## config.mk

```make
export PLATFORM = sky130hd
export DESIGN_NAME = cable_tdr_result_registers
export DESIGN_NICKNAME = d
export VERILOG_FILES = /design/src/logic/tdr_results_pkg.sv /design/src/logic/sticky_event_flags.sv /design/src/logic/cable_tdr_result_registers.sv
export SDC_FILE = /design/constraint.sdc
export NUM_CORES = 1
export LEC_CHECK = 0
export BUFFER_PORTS_ARGS = -buffer_cell sky130_fd_sc_hd__clkbuf_2
export CAP_MARGIN = 10
export CORE_UTILIZATION = 56
export DETAILED_ROUTE_END_ITERATION = 10
export GPL_TIMING_DRIVEN = 0
export PLACE_DENSITY = 0.85
export SYNTH_ARGS = -nofsm -noshare
export SYNTH_HDL_FRONTEND = slang
export SYNTH_HIERARCHICAL = 1
export SYNTH_SLANG_ARGS = --single-unit
```

## constraint.sdc

```tcl
create_clock -name core_clk_i -period 6.1 [get_ports core_clk_i]
set_input_delay 0.61 -clock core_clk_i [delete_from_list [all_inputs] [get_ports core_clk_i]]
set_output_delay 0.61 -clock core_clk_i [all_outputs]
set_load 0.1 [all_outputs]
```

## src/logic/tdr_results_pkg.sv

```systemverilog
package tdr_results_pkg;

   localparam int ADDR_W = 16;
   localparam int DATA_W = 16;
   localparam int AMP_W = 7;
   localparam int PEAK_N = 5;

   localparam logic [ADDR_W-1:0] ADDR_AMP_RESULTS_3 = 16'h0187;
   localparam logic [ADDR_W-1:0] ADDR_AMP_RESULTS_4 = 16'h0188;
   localparam logic [ADDR_W-1:0] ADDR_AMP_RESULTS_5 = 16'h0189;
   localparam logic [ADDR_W-1:0] ADDR_GENERAL_RESULTS = 16'h018A;
   localparam logic [ADDR_W-1:0] ADDR_IRQ_STATUS = 16'h0190;
   localparam logic [ADDR_W-1:0] ADDR_IRQ_MASK = 16'h0191;
   localparam logic [ADDR_W-1:0] ADDR_DIAG_STATE = 16'h0192;

   localparam int AMP_HI_LSB = 8;
   localparam int AMP_LO_LSB = 0;
   localparam int GEN_TX_POL_LSB = 11;
   localparam int GEN_RX_POL_LSB = 6;
   localparam int GEN_CROSS_TX_BIT = 5;
   localparam int GEN_CROSS_RX_BIT = 4;
   localparam int GEN_OVER_TX_BIT = 3;
   localparam int GEN_OVER_RX_BIT = 2;

   localparam int EV_W = 6;
   localparam int EV_RUN_DONE = 0;
   localparam int EV_CROSS_TX = 1;
   localparam int EV_CROSS_RX = 2;
   localparam int EV_OVER_TX = 3;
   localparam int EV_OVER_RX = 4;
   localparam int EV_TIMEOUT = 5;
   localparam logic [EV_W-1:0] IRQ_MASK_RESET = 6'h00;

   localparam int STATE_DONE_BIT = 0;
   localparam int STATE_BUSY_BIT = 1;

   localparam int CLK_FREQ_MHZ = 40;
   localparam int RUN_TIMEOUT_US = 100;
   localparam int RUN_TIMEOUT_CYCLES = RUN_TIMEOUT_US * CLK_FREQ_MHZ;
   localparam int TIMER_W = 16;

   typedef enum logic [2:0] {
      ST_IDLE = 3'b001,
      ST_RUN = 3'b010,
      ST_DONE = 3'b100
   } run_state_type;

   typedef struct packed {
      logic [PEAK_N-1:0][AMP_W-1:0] tx_amp;
      logic [PEAK_N-1:0][AMP_W-1:0] rx_amp;
      logic [PEAK_N-1:0] tx_pol;
      logic [PEAK_N-1:0] rx_pol;
      logic cross_tx;
      logic cross_rx;
      logic over_tx;
      logic over_rx;
   } tdr_result_type;

   localparam tdr_result_type RESULT_RESET = '0;

   typedef struct packed {
      run_state_type state;
      tdr_result_type result;
      logic [EV_W-1:0] mask;
      logic [TIMER_W-1:0] timer;
      logic done;
      logic busy;
      logic irq;
      logic rd_valid;
      logic [DATA_W-1:0] rd_data;
   } bank_state_type;

   typedef struct packed {
      logic [EV_W-1:0] flags;
   } flag_state_type;

endpackage : tdr_results_pkg

```

## src/logic/sticky_event_flags.sv

```systemverilog
`timescale 1ns/100ps
module sticky_event_flags
   import tdr_results_pkg::*;
(
   input wire logic core_clk_i,
   input wire logic rstn_i,
   input wire logic [EV_W-1:0] set_i,
   input wire logic [EV_W-1:0] clr_i,
   output logic [EV_W-1:0] flags_o
);

   flag_state_type st_reg;
   flag_state_type st_next;

   // A set arriving with a write-one clear keeps the flag set.
   always_comb begin
      st_next = st_reg;
      for (int i = 0; i < EV_W; i++) begin
         st_next.flags[i] = set_i[i] | (st_reg.flags[i] & ~clr_i[i]);
      end
   end

   always_ff @(posedge core_clk_i or negedge rstn_i) begin
      if (!rstn_i) begin
         st_reg <= '0;
      end else begin
         st_reg <= st_next;
      end
   end

   assign flags_o = st_reg.flags;

endmodule : sticky_event_flags

```

## src/logic/cable_tdr_result_registers.sv

```systemverilog
`timescale 1ns/100ps
// Functional notes
// - Amplitude bits 15 and 7 read zero.
// - 0x0187: receive peak 1, transmit peak 5.
// - 0x0188: receive peak 3, receive peak 2.
// - 0x0189: receive peak 5, receive peak 4.
// - Amplitude fields read-only, reset to zero.
// - General bits 15:11, 10:6 hold peak polarities.
// - Bit 5 flags transmit pair cross reflection.
// - Bit 4 flags receive pair cross reflection.
// - Bits 3, 2 flag over five reflections.
module cable_tdr_result_registers
   import tdr_results_pkg::*;
#(
   parameter int TIMEOUT_CYCLES = RUN_TIMEOUT_CYCLES
) (
   input wire logic core_clk_i,
   input wire logic rstn_i,
   input wire logic [ADDR_W-1:0] addr_i,
   input wire logic [DATA_W-1:0] wr_data_i,
   input wire logic wr_en_i,
   input wire logic rd_en_i,
   output logic [DATA_W-1:0] rd_data_o,
   output logic rd_valid_o,
   input wire logic diag_start_i,
   input wire logic result_valid_i,
   input wire tdr_result_type result_i,
   output logic diag_done_o,
   output logic diag_busy_o,
   output logic irq_o
);

   localparam logic [TIMER_W-1:0] TIMEOUT_LAST = TIMER_W'(TIMEOUT_CYCLES - 1);

   bank_state_type st_reg;
   bank_state_type st_next;
   logic [EV_W-1:0] ev_set;
   logic [EV_W-1:0] ev_clr;
   logic [EV_W-1:0] ev_flags;

   function automatic logic [DATA_W-1:0] amp_pair(
      input logic [AMP_W-1:0] hi,
      input logic [AMP_W-1:0] lo
   );
      logic [DATA_W-1:0] r;
      r = '0;
      r[AMP_HI_LSB +: AMP_W] = hi;
      r[AMP_LO_LSB +: AMP_W] = lo;
      // Bits 15 and 7 stay at zero.
      return r;
   endfunction : amp_pair

   function automatic logic [DATA_W-1:0] read_mux(
      input logic [ADDR_W-1:0] addr,
      input bank_state_type s,
      input logic [EV_W-1:0] flags
   );
      logic [DATA_W-1:0] r;
      r = '0;
      case (addr)
         ADDR_AMP_RESULTS_3: begin
            r = amp_pair(s.result.rx_amp[0], s.result.tx_amp[4]);
         end
         ADDR_AMP_RESULTS_4: begin
            r = amp_pair(s.result.rx_amp[2], s.result.rx_amp[1]);
         end
         ADDR_AMP_RESULTS_5: begin
            r = amp_pair(s.result.rx_amp[4], s.result.rx_amp[3]);
         end
         ADDR_GENERAL_RESULTS: begin
            r[GEN_TX_POL_LSB +: PEAK_N] = s.result.tx_pol;
            r[GEN_RX_POL_LSB +: PEAK_N] = s.result.rx_pol;
            r[GEN_CROSS_TX_BIT] = s.result.cross_tx;
            r[GEN_CROSS_RX_BIT] = s.result.cross_rx;
            r[GEN_OVER_TX_BIT] = s.result.over_tx;
            r[GEN_OVER_RX_BIT] = s.result.over_rx;
         end
         ADDR_IRQ_STATUS: begin
            r[EV_W-1:0] = flags;
         end
         ADDR_IRQ_MASK: begin
            r[EV_W-1:0] = s.mask;
         end
         ADDR_DIAG_STATE: begin
            r[STATE_DONE_BIT] = s.done;
            r[STATE_BUSY_BIT] = s.busy;
         end
         default: begin
            r = '0;
         end
      endcase
      return r;
   endfunction : read_mux

   always_comb begin
      st_next = st_reg;
      ev_set = '0;
      ev_clr = '0;
      st_next.rd_valid = 1'b0;
      st_next.rd_data = '0;

      case (st_reg.state)
         ST_IDLE, ST_DONE: begin
            if (diag_start_i) begin
               // A new run drops the previous results so no stale peak survives.
               st_next.state = ST_RUN;
               st_next.result = RESULT_RESET;
               st_next.done = 1'b0;
               st_next.busy = 1'b1;
               st_next.timer = '0;
            end
         end
         ST_RUN: begin
            if (result_valid_i) begin
               // Results and done land on the same edge, so done never leads data.
               st_next.result = result_i;
               st_next.state = ST_DONE;
               st_next.done = 1'b1;
               st_next.busy = 1'b0;
               ev_set[EV_RUN_DONE] = 1'b1;
               ev_set[EV_CROSS_TX] = result_i.cross_tx;
               ev_set[EV_CROSS_RX] = result_i.cross_rx;
               ev_set[EV_OVER_TX] = result_i.over_tx;
               ev_set[EV_OVER_RX] = result_i.over_rx;
            end else if (st_reg.timer == TIMEOUT_LAST) begin
               st_next.state = ST_IDLE;
               st_next.busy = 1'b0;
               ev_set[EV_TIMEOUT] = 1'b1;
            end else begin
               st_next.timer = st_reg.timer + 1'b1;
            end
         end
         default: begin
            st_next.state = ST_IDLE;
            st_next.busy = 1'b0;
            st_next.done = 1'b0;
         end
      endcase

      // Writes to the result registers fall through and change nothing.
      if (wr_en_i) begin
         case (addr_i)
            ADDR_IRQ_STATUS: begin
               ev_clr = wr_data_i[EV_W-1:0];
            end
            ADDR_IRQ_MASK: begin
               st_next.mask = wr_data_i[EV_W-1:0];
            end
            default: begin
               ev_clr = '0;
            end
         endcase
      end

      if (rd_en_i) begin
         st_next.rd_valid = 1'b1;
         st_next.rd_data = read_mux(addr_i, st_reg, ev_flags);
      end

      st_next.irq = |(ev_flags & st_reg.mask);
   end

   always_ff @(posedge core_clk_i or negedge rstn_i) begin
      if (!rstn_i) begin
         st_reg.state <= ST_IDLE;
         st_reg.result <= RESULT_RESET;
         st_reg.mask <= IRQ_MASK_RESET;
         st_reg.timer <= '0;
         st_reg.done <= 1'b0;
         st_reg.busy <= 1'b0;
         st_reg.irq <= 1'b0;
         st_reg.rd_valid <= 1'b0;
         st_reg.rd_data <= '0;
      end else begin
         st_reg <= st_next;
      end
   end

   sticky_event_flags u_flags (
      .core_clk_i(core_clk_i),
      .rstn_i(rstn_i),
      .set_i(ev_set),
      .clr_i(ev_clr),
      .flags_o(ev_flags)
   );

   assign rd_data_o = st_reg.rd_data;
   assign rd_valid_o = st_reg.rd_valid;
   assign diag_done_o = st_reg.done;
   assign diag_busy_o = st_reg.busy;
   assign irq_o = st_reg.irq;

endmodule : cable_tdr_result_registers

```

**Word-level counts from Yosys, hierarchy flattened**

Cells that the tools add are included.
Widths: inputs -> output; s select.

- Register bits after elaboration: 107
- Bits of input ports: 122
- Logic and storage cells: 89
- Output and inout port bits: 20

- Multiplexer cells: 24
- Reduce and logical (&&, ||, !) cells: 8
- Equality and inequality tests: 16
- $add $sub $neg: 1
- Bitwise gates (word level): 19

Operator list:

| cell | number |
|---|---|
| $pmux 84 s2 | 1 |
| $eq 16x9->1 const B | 7 |
| $mux 87 | 1 |
| $mux 84 | 1 |
| $pmux 10 s4 | 1 |
| $mux 16 | 2 |
| $pmux 16 s2 | 1 |
| $pmux 4 s6 | 1 |
| $mux 18 | 1 |
| $mux 6 | 3 |
| $mux 17 | 1 |
| $add 16x1->16 const B | 1 |
| $eq 16x12->1 const B | 1 |
| $pmux 2 s6 | 1 |
| $ne 2x2->1 const B | 4 |
| $and 1x1->1 | 6 |
| $and 6x6->6 | 1 |
| $mux 3 | 2 |
| $not 1->1 | 6 |
| $or 1x1->1 | 6 |
| $pmux 3 s2 | 1 |
| $reduce_and 2->1 | 3 |
| $reduce_or 6->1 | 1 |
| $mux 1 | 5 |
| 10 further kinds | 10 |

**Depth between registers and ports, before layout**

- Word-level depth: 6
- Mapped depth: 8
- Depth with buffers taken out: 7

**Cells and area by module**

Netlist, hierarchy kept.

By module, submodules not included:

| module | sequential area each (µm²) | area an instance (µm²) | instances | cells each |
|---|---|---|---|---|
| cable_tdr_result_registers | 2503.7 | 4734.5 | 1 | 426 |
| sticky_event_flags | 150.1 | 217.7 | 1 | 18 |

**Least setup slack after synthesis**

OpenSTA, ideal clock, no wires.

- Path kind: register to register
- Start: register st_reg[127] (netlist bit)
- End: register st_reg[119] (netlist bit)
- Buffers on the path: 2
- Data arrival time: 2.482 ns
- Path slack: 3.497 ns
- Setup time: 0.121 ns
- Period minus slack after synthesis: 2.603 ns
- Stages on the path, launching flop included: 8
- Required time: 5.979 ns
- Cell sequence: dfrtp_1 -> nor3b_1 -> nand2_1 -> inv_2 -> nor2_1 -> clkbuf_1 -> buf_1 -> a22o_1

- Cells in the longest elaborated chain, start to end: 4
- Elaborated cells on any way between the ends: 9
- Classes of those cells: eq/ne: 5; mux: 1; reduce/logical: 3

Ends and longest elaborated chain:

| element | RTL line | source |
|---|---|---|
| start, declared | cable_tdr_result_registers.sv:35 | `bank_state_type st_reg;` |
| start signal, assigned | cable_tdr_result_registers.sv:175 | `st_reg <= st_next;` |
| $eq 3x1->1 or $eq 3x3->1 (tied branches) | cable_tdr_result_registers.sv:102 | `case (st_reg.state)` |
| $reduce_or 2->1 | cable_tdr_result_registers.sv:102 |  |
| $ne 2x2->1 (no source line) or $reduce_bool 2->1 (tied branches) | - |  |
| $reduce_and 3->1 (no source line) | - |  |

Several ways; a longest one is shown, not always the timed one.
A chain may end at the register's enable or synchronous reset.

==> out/qor.csv <==
metric,value,unit
yosysSeqAreaShare,0.5359,
hold_class,input port to asynchronous set/reset pin,
yosys-top-cells-area,"dfrtp_1 (53%), a22o_1 (9.2%), mux2i_1 (4.4%)",
grt_first_pass_wirelength,20470,µm
synth_top_cell_area_share,0.5306,
h-tree-depth,3,
report.final.slew_viol_count,0,
path_class,input port to flip-flop,
core.rowCount,33,
fin_tns_setup,0,ns
vias_per_cell,6.181,
grt_pass1_vias,4126,
cts_sinks,106,
synth_top_area_cell,dfrtp_1,
synth_most_common_cell,dfrtp_1,
final_nets,680,
fin_skew,0.01011,ns
final_antenna_net_count,0,
syn_inst,444,
critical_path.max_stage_delay,0.69,ns
critPathLaunch,addr_i[9],
start_kind,input port,
ys.flop_type,dfrtp_1,
clkLatencyLatePin,0.37,ns
crit_buf_inv,2,
die_area,9224,µm²
gr-total-overflow,0,
detail_route.wl_per_cell,19.44,µm
groute.usage.overall,0.3009,
regToRegEndpoint,st_reg[70],
drt_iter0_drc,279,
setup_viol_count_final,0,
clockRootBuffer,clkbuf_8,
gp_congestion,0.9116,
cts_inserted_buffers,9,
fin_crit,2.839,ns
yosysWarnings,6,
status,"complete, no violations",
p_leak,0.002838,µW
required,6.36,ns
die_h,96.04,µm
wl,12970,µm
clk_path_buf_depth,2,
cts_tree,done,
synth_common_cells,"dfrtp_1 (105), a22o_1 (52), nor2_1 (24)",
clk_pin_slew,0.10,ns
cts.repair.resized,0,
drt_first_pass_iters,5,
dp_hpwl,9116,µm
chipWidth,96.04,µm
start_util,0.5908,
cts_setup_buffers,0,
pwr_density_cell,330.2,nW/µm²
final_area,5828,µm²
cp_max_fo,6,
tightestPinTransition,0.8707,ns
fin_hold_ws,0.3022,ns
final-instance-count-excl-fill,667,
ir_drop,183.5,µV
area_growth,17.69,%
largest_reg_flops,81,
slew_headroom,0.4196,
drive_gt1_frac,0.2740,
diodes,0,
synth.distinct_cells,54,
worst-r2r-cell-count,8,
synth-seq-cells,106,
synth_edf_count,0,
end_kind,flip-flop,
coreArea,8382,µm²
grt_max_degree,58,
cts-hold-fix-buffers,0,
r2r_start,st_reg[128],
fin_crit_sh,0.4655,
worst-endpoint-arrival,3.10,ns
r2r_slack,3.31,ns
antenna_found_initial,0,
synth_fp_nets,567,
max_freq,352.2,MHz
hold_viol_final,0,
placed_cells,651,
crit_slowest_cell,nor3b_1,
layout.core_utilization,0.6953,
place_area,5619,µm²
syn_area,4952,µm²
async_flop_share,1.000,
vias,4123,
rsz0062_at_grt,false,
syn_avg_cell_area,11.15,µm²
io_pins,142,
cpLargestDelayFamily,simple AND/OR/NAND/NOR gates,
maxCapViolCount,0,
path_cells,clkbuf_2 -> nor4b_1 -> nand3_1 -> or4_1 -> nor3b_1 -> and2_1 -> inv_1 -> a21o_1,
io_buffers,101,
drc_errors,0,
worst max-delay path by stage:
stage / depth (start not counted) / endpoint
finish: 8 / u_flags/flags_o[0]
global route: 8 / st_reg[82]
CTS: 8 / st_reg[67]
detailed placement: 8 / u_flags/flags_o[0]
global placement: 8 / u_flags/flags_o[0]
floorplan: 7 / st_reg[119]
per-layer routing:
layer	up-vias	global-route usage	wire, µm
met5	-	0	0
met1	2036	0.3733	5266
met3	33	0.07978	943
li1	1864	-	-
met2	190	0.5065	6462
met4	0	0.1082	293
where the power goes:
part,internal [µW],total (µW),switching [µW]
Sequential,857,969,112
Combinational,211,496,285
Clock,198,459,261
cells by family after synthesis:
kind of cell,synth area share
fa+ha+maj,0.002526
simple gates,0.1172
buf+inv,0.06240
flops,0.5359
mux,0.05811
xor+xnor,0.003538
compound gates,0.2203
through the flow:
stage	setup WS [ns]	total power, µW
floorplan	3.497	1295
global placement	3.043	1437
detailed placement	2.929	1463
CTS	3.321	1923
global route	3.084	2014
finish	3.261	1924
cells in the final DEF (no fill, tap or decap), drive strengths merged, types with 15 or more instances in the layout:
| cell | count |
|---|---|
| nor2 | 24 |
| a22oi | 15 |
| o21ai | 18 |
| clkbuf | 133 |
| dfrtp | 105 |
| buf | 25 |
| mux2i | 22 |
| inv | 16 |
| a22o | 53 |
area by class of cell:
| class | count | area [µm²] |
|---|---|---|
| Timing Repair Buffer | 102 | 535.5 |
| Clock buffer | 9 | 123.9 |
| Clock inverter | 7 | 85.08 |
| Inverter | 13 | 48.80 |
| Tap cell | 105 | 131.4 |
| Multi-Input combinational cell | 278 | 1989 |
| Fill cell | 607 | 2554 |
| Buffer | 47 | 260.3 |
| Sequential cell | 106 | 2654 |
No activity file was read; power rests on OpenSTA's default activity.
